$ cat config.mk
export PLATFORM = sky130hd
export DESIGN_NAME = imu_ctrl_status_regs
export DESIGN_NICKNAME = d
export VERILOG_FILES = /design/src/imu_regs_pkg.sv /design/src/accel_out_pair.sv /design/src/imu_ctrl_status_regs.sv /design/src/reset_release.sv
export SDC_FILE = /design/constraint.sdc
export NUM_CORES = 1
export LEC_CHECK = 0
export BUFFER_PORTS_ARGS = -buffer_cell sky130_fd_sc_hd__buf_2
export CORE_MARGIN = 3
export CORE_UTILIZATION = 40
export DETAILED_ROUTE_END_ITERATION = 7
export PLACE_DENSITY_LB_ADDON = 0.25
export SLEW_MARGIN = 40
export SYNTH_ARGS = -nofsm -noshare
export SYNTH_HDL_FRONTEND = slang
export SYNTH_SLANG_ARGS = --single-unit
$ cat constraint.sdc
create_clock -name clk_sys -period 10.4 [get_ports clk_sys]
set_input_delay 1.56 -clock clk_sys [delete_from_list [all_inputs] [get_ports clk_sys]]
set_output_delay 1.56 -clock clk_sys [all_outputs]
set_load 0.03 [all_outputs]
$ cat src/imu_regs_pkg.sv
/*
 Constants, field positions, reset values and carrier types shared by the
 control and status register slice and its helper modules.
 Assumes byte-wide register accesses that arrive on the sensor core clock.
*/
package imu_regs_pkg;

    // Register offsets
    localparam logic [7:0] OFS_FIFO_IFACE_CTRL = 8'h23;
    localparam logic [7:0] OFS_SELFTEST_CTRL = 8'h24;
    localparam logic [7:0] OFS_EVT_SRC_TWO = 8'h25;
    localparam logic [7:0] OFS_EVT_SRC_ONE = 8'h26;
    localparam logic [7:0] OFS_STATUS = 8'h27;
    localparam logic [7:0] OFS_ACCEL_X = 8'h28;
    localparam logic [7:0] OFS_ACCEL_Y = 8'h2a;
    localparam logic [7:0] OFS_ACCEL_Z = 8'h2c;

    // Field positions of the FIFO and interface control register
    localparam int BIT_GYRO_SLEEP = 6;
    localparam int BIT_TEMP_TO_FIFO = 4;
    localparam int BIT_DA_TIMER = 3;
    localparam int BIT_SPI_ONLY = 2;
    localparam int BIT_FIFO_ENABLE = 1;
    localparam int BIT_THRESHOLD_STOP = 0;

    // Field positions of the self-test control register
    localparam int BIT_GYRO_SELFTEST = 2;
    localparam int BIT_ACCEL_SELFTEST = 0;

    // Writable bits; every other position is reserved and reads zero
    localparam logic [7:0] FIFO_IFACE_MASK = 8'h5f;
    localparam logic [7:0] SELFTEST_MASK = 8'h05;

    // Reset values
    localparam logic [7:0] FIFO_IFACE_RST = 8'h00;
    localparam logic [7:0] SELFTEST_RST = 8'h00;
    localparam logic [5:0] EVT_SRC_RST = 6'h00;
    localparam logic [15:0] ACCEL_OUT_RST = 16'h0000;
    localparam logic [7:0] RDATA_RST = 8'h00;

    localparam int AXES = 3;

    typedef struct packed {
        logic [15:0] x;
        logic [15:0] y;
        logic [15:0] z;
    } accel_sample_s;

    typedef struct packed {
        logic [7:0] addr;
        logic [7:0] wdata;
        logic wr;
        logic rd;
        logic from_i2c;
    } reg_req_s;

    typedef struct packed {
        logic gyro_sleep;
        logic temp_to_fifo;
        logic data_avail_timer_enable;
        logic spi_only;
        logic fifo_enable;
        logic threshold_stop;
        logic gyro_selftest_enable;
        logic accel_selftest_enable;
    } ctrl_out_s;

endpackage : imu_regs_pkg

$ cat src/accel_out_pair.sv
/*
 One 16-bit acceleration output word with block-update holding.
 Assumes byte read strobes and samples arrive on clk_sys, one per cycle.
*/
`timescale 1ns/10ps
module accel_out_pair
    import imu_regs_pkg::*;
(
    input wire logic clk_sys,
    input wire logic rst_n,
    input wire logic [15:0] sample,
    input wire logic sample_valid,
    input wire logic hold_enable,
    input wire logic rd_lsb,
    input wire logic rd_msb,
    output logic [15:0] word
);
    logic [15:0] word_ff;
    logic [15:0] pend_ff;
    logic pend_valid_ff;
    logic lsb_seen_ff;
    logic msb_seen_ff;
    logic nxt_lsb_seen;
    logic nxt_msb_seen;
    logic can_update;

    // Locked while exactly one byte of the pair has been read
    assign can_update = !hold_enable || !(lsb_seen_ff ^ msb_seen_ff);
    assign nxt_lsb_seen = lsb_seen_ff | rd_lsb;
    assign nxt_msb_seen = msb_seen_ff | rd_msb;

    always_ff @(posedge clk_sys or negedge rst_n) begin
        if (!rst_n) begin
            lsb_seen_ff <= 1'b0;
            msb_seen_ff <= 1'b0;
        end else if (nxt_lsb_seen && nxt_msb_seen) begin
            lsb_seen_ff <= 1'b0;
            msb_seen_ff <= 1'b0;
        end else begin
            lsb_seen_ff <= nxt_lsb_seen;
            msb_seen_ff <= nxt_msb_seen;
        end
    end

    always_ff @(posedge clk_sys or negedge rst_n) begin
        if (!rst_n) begin
            word_ff <= ACCEL_OUT_RST;
            pend_ff <= ACCEL_OUT_RST;
            pend_valid_ff <= 1'b0;
        end else if (can_update) begin
            if (sample_valid) begin
                word_ff <= sample;
            end else if (pend_valid_ff) begin
                word_ff <= pend_ff;
            end
            pend_valid_ff <= 1'b0;
        end else if (sample_valid) begin
            pend_ff <= sample;
            pend_valid_ff <= 1'b1;
        end
    end

    assign word = word_ff;
endmodule : accel_out_pair

$ cat src/imu_ctrl_status_regs.sv
/*
 Control, self-test, event source, status and acceleration output registers
 of the combined motion sensor, reached by byte accesses from the serial
 front end. Assumes the I2C and SPI framers, the sensor core and its event
 generators all run on clk_sys and hand over one-cycle strobes.
*/
// Functional notes
// - Gyro sleep field set puts gyroscope to sleep; reset value zero.
// - Temperature-to-FIFO field set stores temperature samples in FIFO.
// - Data-available timer runs only while its enable field is one.
// - Interface field set ignores I2C accesses; SPI still answered.
// - FIFO collects data only while FIFO enable field is one.
// - Threshold-stop field set limits FIFO depth to programmed threshold.
// - Gyro self-test field enables angular-rate self-test; reset zero.
// - Accel self-test field enables acceleration self-test; reset zero.
// - Source two register: six axis flags, bit 6 any-event, bit 7 zero.
// - Source one register: same layout as source two.
// - Status bit 6 set when accelerometer interrupt events occurred.
// - Status bit 5 set when gyroscope interrupt events occurred.
// - Status bit 4 set when inactivity interrupt events occurred.
// - Status bit 3 reads one while memory boot is running.
// - Status bit 2 set when a new temperature sample exists.
// - Status bit 1 set when a new gyroscope data set exists.
// - Status bit 0 set on new accelerometer set; bit 7 zero.
// - X, Y, Z outputs are 16-bit words at 28h, 2Ah, 2Ch.
// - Block update holds a word from the cycle after its first byte is read until both are read.
// - Byte order zero puts LSB at lower address, one puts MSB.
`timescale 1ns/10ps
module imu_ctrl_status_regs
    import imu_regs_pkg::*;
(
    input wire logic clk_sys,
    input wire logic resetn,
    input wire reg_req_s reg_req,
    output logic [7:0] reg_rdata,
    output logic reg_ack,
    output ctrl_out_s ctrl,
    input wire accel_sample_s accel_sample,
    input wire logic accel_sample_valid,
    input wire logic gyro_sample_valid,
    input wire logic temp_sample_valid,
    input wire logic gyro_data_read,
    input wire logic temp_data_read,
    input wire logic [5:0] accel_evt_one,
    input wire logic [5:0] accel_evt_two,
    input wire logic gyro_irq_level,
    input wire logic inactivity_level,
    input wire logic boot_running,
    input wire logic block_update_hold,
    input wire logic byte_order_select
);
    logic rst_n;
    logic [7:0] fifo_iface_ff;
    logic [7:0] selftest_ff;
    logic [5:0] src_one_ff;
    logic [5:0] src_two_ff;
    logic gyro_irq_ff;
    logic inactivity_ff;
    logic boot_ff;
    logic temp_new_ff;
    logic gyro_new_ff;
    logic accel_new_ff;
    logic [7:0] reg_rdata_ff;
    logic reg_ack_ff;
    logic access_ok;
    logic wr_ok;
    logic rd_ok;
    logic accel_irq_flag;
    logic accel_out_read;
    logic [7:0] status_byte;
    logic [7:0] nxt_rdata;
    logic [15:0] axis_word [AXES];
    logic [15:0] axis_sample [AXES];
    logic [AXES-1:0] rd_lsb;
    logic [AXES-1:0] rd_msb;

    // Two-byte output window for one axis
    function automatic logic in_pair(input logic [7:0] addr,
                                     input logic [7:0] base);
        in_pair = (addr[7:1] == base[7:1]);
    endfunction : in_pair

    // Byte of a word that sits at the given address, honouring byte order
    function automatic logic [7:0] pair_byte(input logic [15:0] word,
                                             input logic upper_addr,
                                             input logic msb_first);
        pair_byte = (upper_addr ^ msb_first) ? word[15:8] : word[7:0];
    endfunction : pair_byte

    reset_release u_reset_release (
        .clk_sys(clk_sys),
        .resetn(resetn),
        .rst_n(rst_n)
    );

    // Access gating by interface source
    assign access_ok = !(reg_req.from_i2c &&
                         fifo_iface_ff[BIT_SPI_ONLY]);
    assign wr_ok = reg_req.wr && access_ok;
    assign rd_ok = reg_req.rd && access_ok;
    assign accel_out_read = rd_ok && (in_pair(reg_req.addr, OFS_ACCEL_X) ||
                                      in_pair(reg_req.addr, OFS_ACCEL_Y) ||
                                      in_pair(reg_req.addr, OFS_ACCEL_Z));

    // Control registers
    always_ff @(posedge clk_sys or negedge rst_n) begin
        if (!rst_n) begin
            fifo_iface_ff <= FIFO_IFACE_RST;
        end else if (wr_ok && reg_req.addr == OFS_FIFO_IFACE_CTRL) begin
            fifo_iface_ff <= reg_req.wdata & FIFO_IFACE_MASK;
        end
    end

    always_ff @(posedge clk_sys or negedge rst_n) begin
        if (!rst_n) begin
            selftest_ff <= SELFTEST_RST;
        end else if (wr_ok && reg_req.addr == OFS_SELFTEST_CTRL) begin
            selftest_ff <= reg_req.wdata & SELFTEST_MASK;
        end
    end

    assign ctrl.gyro_sleep = fifo_iface_ff[BIT_GYRO_SLEEP];
    assign ctrl.temp_to_fifo = fifo_iface_ff[BIT_TEMP_TO_FIFO];
    assign ctrl.data_avail_timer_enable = fifo_iface_ff[BIT_DA_TIMER];
    assign ctrl.spi_only = fifo_iface_ff[BIT_SPI_ONLY];
    assign ctrl.fifo_enable = fifo_iface_ff[BIT_FIFO_ENABLE];
    assign ctrl.threshold_stop = fifo_iface_ff[BIT_THRESHOLD_STOP];
    assign ctrl.gyro_selftest_enable = selftest_ff[BIT_GYRO_SELFTEST];
    assign ctrl.accel_selftest_enable = selftest_ff[BIT_ACCEL_SELFTEST];

    // Sticky event sources, cleared by reading; a new event wins the clear
    always_ff @(posedge clk_sys or negedge rst_n) begin
        if (!rst_n) begin
            src_two_ff <= EVT_SRC_RST;
        end else if (rd_ok && reg_req.addr == OFS_EVT_SRC_TWO) begin
            src_two_ff <= accel_evt_two;
        end else begin
            src_two_ff <= src_two_ff | accel_evt_two;
        end
    end

    always_ff @(posedge clk_sys or negedge rst_n) begin
        if (!rst_n) begin
            src_one_ff <= EVT_SRC_RST;
        end else if (rd_ok && reg_req.addr == OFS_EVT_SRC_ONE) begin
            src_one_ff <= accel_evt_one;
        end else begin
            src_one_ff <= src_one_ff | accel_evt_one;
        end
    end

    assign accel_irq_flag = (|src_one_ff) || (|src_two_ff);

    // Interrupt and boot levels from the core
    always_ff @(posedge clk_sys or negedge rst_n) begin
        if (!rst_n) begin
            gyro_irq_ff <= 1'b0;
            inactivity_ff <= 1'b0;
            boot_ff <= 1'b0;
        end else begin
            gyro_irq_ff <= gyro_irq_level;
            inactivity_ff <= inactivity_level;
            boot_ff <= boot_running;
        end
    end

    // Data-available flags; a new sample wins over the read that clears
    always_ff @(posedge clk_sys or negedge rst_n) begin
        if (!rst_n) begin
            temp_new_ff <= 1'b0;
            gyro_new_ff <= 1'b0;
            accel_new_ff <= 1'b0;
        end else begin
            temp_new_ff <= temp_sample_valid ||
                           (temp_new_ff && !temp_data_read);
            gyro_new_ff <= gyro_sample_valid ||
                           (gyro_new_ff && !gyro_data_read);
            accel_new_ff <= accel_sample_valid ||
                            (accel_new_ff && !accel_out_read);
        end
    end

    assign status_byte = {1'b0, accel_irq_flag, gyro_irq_ff, inactivity_ff,
                          boot_ff, temp_new_ff, gyro_new_ff,
                          accel_new_ff};

    // Output words, one per axis
    assign axis_sample[0] = accel_sample.x;
    assign axis_sample[1] = accel_sample.y;
    assign axis_sample[2] = accel_sample.z;

    genvar g;
    generate
        for (g = 0; g < AXES; g++) begin : g_axis
            localparam logic [7:0] BASE = OFS_ACCEL_X + 8'(2 * g);
            logic hit;
            assign hit = rd_ok && in_pair(reg_req.addr, BASE);
            assign rd_lsb[g] = hit &&
                               (reg_req.addr[0] == byte_order_select);
            assign rd_msb[g] = hit &&
                               (reg_req.addr[0] != byte_order_select);
            accel_out_pair u_pair (
                .clk_sys(clk_sys),
                .rst_n(rst_n),
                .sample(axis_sample[g]),
                .sample_valid(accel_sample_valid),
                .hold_enable(block_update_hold),
                .rd_lsb(rd_lsb[g]),
                .rd_msb(rd_msb[g]),
                .word(axis_word[g])
            );
        end
    endgenerate

    // Read data selection
    always_comb begin
        nxt_rdata = RDATA_RST;
        if (in_pair(reg_req.addr, OFS_ACCEL_X)) begin
            nxt_rdata = pair_byte(axis_word[0], reg_req.addr[0],
                                  byte_order_select);
        end else if (in_pair(reg_req.addr, OFS_ACCEL_Y)) begin
            nxt_rdata = pair_byte(axis_word[1], reg_req.addr[0],
                                  byte_order_select);
        end else if (in_pair(reg_req.addr, OFS_ACCEL_Z)) begin
            nxt_rdata = pair_byte(axis_word[2], reg_req.addr[0],
                                  byte_order_select);
        end else begin
            case (reg_req.addr)
                OFS_FIFO_IFACE_CTRL: nxt_rdata = fifo_iface_ff;
                OFS_SELFTEST_CTRL: nxt_rdata = selftest_ff;
                OFS_EVT_SRC_TWO: begin
                    nxt_rdata = {1'b0, |src_two_ff, src_two_ff};
                end
                OFS_EVT_SRC_ONE: begin
                    nxt_rdata = {1'b0, |src_one_ff, src_one_ff};
                end
                OFS_STATUS: nxt_rdata = status_byte;
                default: nxt_rdata = RDATA_RST;
            endcase
        end
    end

    always_ff @(posedge clk_sys or negedge rst_n) begin
        if (!rst_n) begin
            reg_rdata_ff <= RDATA_RST;
        end else if (rd_ok) begin
            reg_rdata_ff <= nxt_rdata;
        end
    end

    always_ff @(posedge clk_sys or negedge rst_n) begin
        if (!rst_n) begin
            reg_ack_ff <= 1'b0;
        end else begin
            reg_ack_ff <= wr_ok || rd_ok;
        end
    end

    assign reg_rdata = reg_rdata_ff;
    assign reg_ack = reg_ack_ff;
endmodule : imu_ctrl_status_regs

$ cat src/reset_release.sv
/*
 Two-stage release of the active-low asynchronous reset.
 Assumes resetn may drop at any time and is released without regard to clk.
*/
`timescale 1ns/10ps
module reset_release (
    input wire logic clk_sys,
    input wire logic resetn,
    output logic rst_n
);
    logic stage_ff;
    logic hold_ff;

    always_ff @(posedge clk_sys or negedge resetn) begin
        if (!resetn) begin
            stage_ff <= 1'b0;
            hold_ff <= 1'b0;
        end else begin
            stage_ff <= 1'b1;
            hold_ff <= stage_ff;
        end
    end

    assign rst_n = hold_ff;
endmodule : reset_release
== Word-level counts from Yosys, hierarchy flattened ==
Index checks and enable logic that the tools add are counted.
Operators by class
  bitwise gates (word level): 15
  reduce and logical (&&, ||, !) cells: 55
  eq/ne operators: 10
  mux-type cells: 25
Operators by type and width (number)
  2-to-1 mux 16 bit: 6
  2-to-1 mux 8 bit: 6
  == test 8 x 6 -> 1 bit, second input constant: 5
  one-hot mux 7 bit (5 select lines): 1
  logical AND 1 bit: 23
  == test 7 x 5 -> 1 bit, second input constant: 3
  2-to-1 mux 6 bit: 2
  bitwise OR 6 bit: 2
  AND reduction 2 bit: 6
  nonzero test 2 bit: 6
  OR reduction 6 bit: 2
  logical OR 1 bit: 10
  2-to-1 mux 1 bit: 10
  logical NOT 1 bit: 8
  bitwise OR 1 bit: 6
  XOR 1 bit: 4
  NOT 1 bit: 3
  == test 1 bit: 1
  inequality test 1 bit: 1
Word-level totals
  flip-flop bits (word level): 142
  output and inout bits: 17
  bits of input ports: 91

== Longest topological paths before layout ==
  depth in word-level cells: 8
  gate-level depth with buffers: 7
  gate-level depth less buffers: 5

== By module ==
A second synthesis with hierarchy kept.
Second synthesis, totals
  cell total of the unflattened synthesis: 729
  area, all modules: 7313.3 µm²
By module, submodules not included
  accel_out_pair: area each 1720.4 µm², cells each 170, times used 3
  imu_ctrl_status_regs: area each 2098.3 µm², cells each 216, times used 1
  reset_release: area each 53.8 µm², cells each 3, times used 1

== Worst setup path after synthesis ==
Ideal clock, no wire load.
  path kind: input to register
  start point: input reg_req[15] (netlist bit)
  end point: register src_one_ff[0]
  library setup time: 118 ps
  path slack: 6991 ps
  required time: 10282 ps
  stages on the path: 7
  data arrival time: 3290 ps
  cell sequence: or4b_1 buf_2 or3_1 buf_2 or3_1 buf_2 a21o_1
Between the ends
  longest elaborated chain between the ends: 3
RTL lines
  start: declaration: line imu_ctrl_status_regs.sv:34  | input wire reg_req_s reg_req,
  == test 8 x 6 -> 1 bit: line imu_ctrl_status_regs.sv:145  | end else if (rd_ok && reg_req.addr == OFS_EVT_SRC_ONE) begin
  logical AND 1 bit: line imu_ctrl_status_regs.sv:145
  2-to-1 mux 6 bit: line imu_ctrl_status_regs.sv:145
  end signal: assignment: line imu_ctrl_status_regs.sv:146  | src_one_ff <= accel_evt_one;
  end signal: assignment: line imu_ctrl_status_regs.sv:148  | src_one_ff <= src_one_ff | accel_evt_one;
  end: declaration: line imu_ctrl_status_regs.sv:55  | logic [5:0] src_one_ff;
No other way between the ends.
A chain may end at the register's enable or synchronous reset.

== Worst setup path after layout ==
  start point: input reg_req[15] (netlist bit)
  end point: register src_one_ff[3]
The elaborated chain is that of the path after synthesis.

==> qor.txt <==
worst path cell trace = buf_2, or4b_1, or3_1, or3_1, a21o_1
Worst R2R Start = g_axis[2].u_pair.msb_seen_ff$_DFF_PN0_
Crit path depth = 5
Avg Cell Area, Syn = 11.20 um^2
largest net degree at the start of global routing = 89
final worst slack = 7161 ps
Clock H-tree levels = 4
initial antenna violation count = 1
period utilization = 31.14%
Post-synth ARST share = 100.0%
Warnings, synthesis = 0
later-pin clock latency in the skew report = 420 ps
WHS Path Cells = 0
metal2 WL = 6.909 mm
slowest cell delay on critical path = 670 ps
hold_buf cts = 0
worst clock skew = 11.05 ps
met1 WL = 6.845 mm
post-DP HPWL = 10.49 mm
post-CTS sizing = 0
Final Cell Area = 0.007810 mm^2
placed cell area = 0.007204 mm^2
Setup Buffers After CTS = 0
fin. max-slew vios = 0
vias in the first global route = 4788
final setup TNS = 0 ps
TritonCTS Sinks = 142
Post-synth EDFFs = 0
Synth area leader = dfrtp_1
final hold vios = 0
critical-path cell with the highest stage delay = or4b_1
Cell variety after synth = 43
Power Dens Cells = 219.5 mW/mm^2
Root Driver = clkbuf_16
Syn Nets = 667
top sig layer = met5
share of cells above drive strength 1 = 31.04%
WL met3 = 794 um
Worst path most repeated cell = or3_1
Worst Setup Path Type = input pin to register
CTS max path bufs = 2
register area share after synthesis = 55.09%
initial DRC count = 368
CTS tree = done
reg-to-reg slack, setup = 8400 ps
Worst R2R Path Depth = 3
Final Util = 50.44%
Netlist Area Pre-Place = 0.006450 mm^2
IO buf count = 105
routed vias/inst = 5.199
Worst slew margin = 47.53%
Worst Setup End Kind = register
Initial Utilization = 41.66%
Worst Hold End = u_reset_release.rst_n$_DFF_PN0_
Startpoint Class = input pin
P&R area growth vs syn = 21.09%
Final min period = 3239 ps
RSZ-0062 raised after global routing = false
Overall Global Routing Usage = 17.59%
worst hold path type = register to register
fill count = 1426
drt wl/cell = 16.50 um
area fraction of the dominant cell type after synthesis = 55.09%
Chip Width = 133.0 um
Synth Register Bits = 142
DRC viols = 0
Nets = 761
Placer Congestion = 0.8552
sequential cell area = 0.003557 mm^2
peak supply drop = 0.0001155 V
Worst-Margin Slew = 785.4 ps
Highest Clock Rate = 308.7 MHz
Top Family by Delay on Critical Path = simple AND/OR/NAND/NOR gates
clock-pin slew on the worst setup and hold paths = 60 ps
antenna cells = 0
MaxCap Viol Count = 0
crit path DAT = 3540 ps
area of the core = 0.01548 mm^2
overall power = 1.714 mW
Worst Hold Launch = u_reset_release.stage_ff$_DFF_PN0_
reg2reg end = g_axis[2].u_pair.pend_ff[0]$_DFFE_PN0P_
routed wire length = 14.75 mm
die height = 133.0 um
CTS buffer count = 17
Area contributors post-synth = dfrtp_1 55%, mux2_2 11%, mux2i_1 10%
grt total ovfl = 0
DRT Pass-1 Iters = 6
row cnt = 45
Setup WS pre-CTS = 6747 ps
status = finished, final reports clean
most instantiated cells after synthesis = 142 x dfrtp_1, 74 x a21oi_1, 66 x mux2i_1
count leader, synth = dfrtp_1
Worst Path Required = 10700 ps
Syn Inst Count = 576
Final setup viols = 0
first-pass GRT wire length = 24.61 mm
area occupied by multi-input gates = 0.002786 mm^2
total leakage power = 3.619 nW
crit-path max FO = 8
WP buf/inv = 1
full die area = 0.01769 mm^2
DRT antenna net count = 0
via count = 4648
Ports = 108
Main synth FF type = dfrtp_1
-- worst max-delay path by stage --
stage | slack [ps] | from | to
6_report | 7160 | reg_req[15] | src_one_ff[3]$_DFF_PN0_
5_1_grt | 7110 | reg_req[15] | src_one_ff[3]$_DFF_PN0_
4_1_cts | 7180 | reg_req[15] | src_one_ff[3]$_DFF_PN0_
3_5_place_dp | 6750 | reg_req[15] | src_one_ff[3]$_DFF_PN0_
3_3_place_gp | 6670 | accel_sample_valid | g_axis[1].u_pair.word[11]$_DFFE_PN0P_
2_1_floorplan | 6150 | u_reset_release.rst_n$_DFF_PN0_ | accel_new_ff$_DFF_PN0_
-- registers in the layout, indices dropped and copies added (netlist names), 6 cells and up --
register / count
reg_rdata: 8
src_one_ff: 6
g_axis.u_pair.word: 48
src_two_ff: 6
g_axis.u_pair.pend_ff: 48
fifo_iface_ff: 6
-- per-stage QoR --
step | std cells | hold slack, ps
2_1_floorplan | 576 | 331.2
4_1_cts | 894 | 364.9
6_report | 894 | 359.2
5_1_grt | 894 | 367.8
3_3_place_gp | 861 | 339.5
3_5_place_dp | 862 | 350.3
-- layer usage --
| metal | GRT usage (%) | up-vias |
|---|---|---|
| met5 | 0 | - |
| met4 | 5.831 | 2 |
| met3 | 4.715 | 15 |
| met2 | 27.00 | 116 |
| met1 | 24.29 | 2283 |
| li1 | - | 2232 |
-- power by group --
part	switching (mW)	internal, mW	leakage (nW)
clock network	0.233	0.373	0.285
logic	0.152	0.164	1.64
registers	0.0820	0.709	1.70
-- placed cells by master (no fill, tap or decap), types with 3 or more instances in the layout --
cell type	instances
o22ai_1	5
nand2_1	39
a21o_1	15
mux2i_1	66
a21oi_1	71
clkbuf_16	17
mux2_2	61
nor3_1	9
clkinv_4	3
buf_2	105
nor2_1	63
nand3_1	7
clkbuf_8	4
o21ai_0	3
dfrtp_1	141
a22oi_1	4
buf_4	4
inv_1	3
clkinvlp_4	4
o31ai_1	6
and3_1	3
nor2b_1	4
xor2_1	3
-- worst reg2reg max path: stages (launching register included) --
cell and delay [ps]:
dfrtp_1 400, xor2_1 350, and3_1 710, mux2_2 420
-- cells by family (layout without fill, tap and decap cells) --
family / count (synthesis) / in the layout / synth area share [%]
simple gates: 139 / 139 / 9.447
flops: 142 / 142 / 55.09
other cells: 1 / 1 / 0.05814
buf+inv: 39 / 146 / 2.367
mux: 127 / 127 / 20.89
compound gates: 123 / 123 / 11.47
xor+xnor: 5 / 5 / 0.6789
-- final cells by class --
| class | count | share of cell area (%) |
|---|---|---|
| Sequential cell | 142 | 45.55 |
| Multi-Input combinational cell | 395 | 35.68 |
| Timing Repair Buffer | 111 | 7.546 |
| Clock buffer | 20 | 5.976 |
| Tap cell | 211 | 3.380 |
| Clock inverter | 12 | 1.730 |
| Inverter | 3 | 0.1442 |
Power figures use the tool's default switching activity.
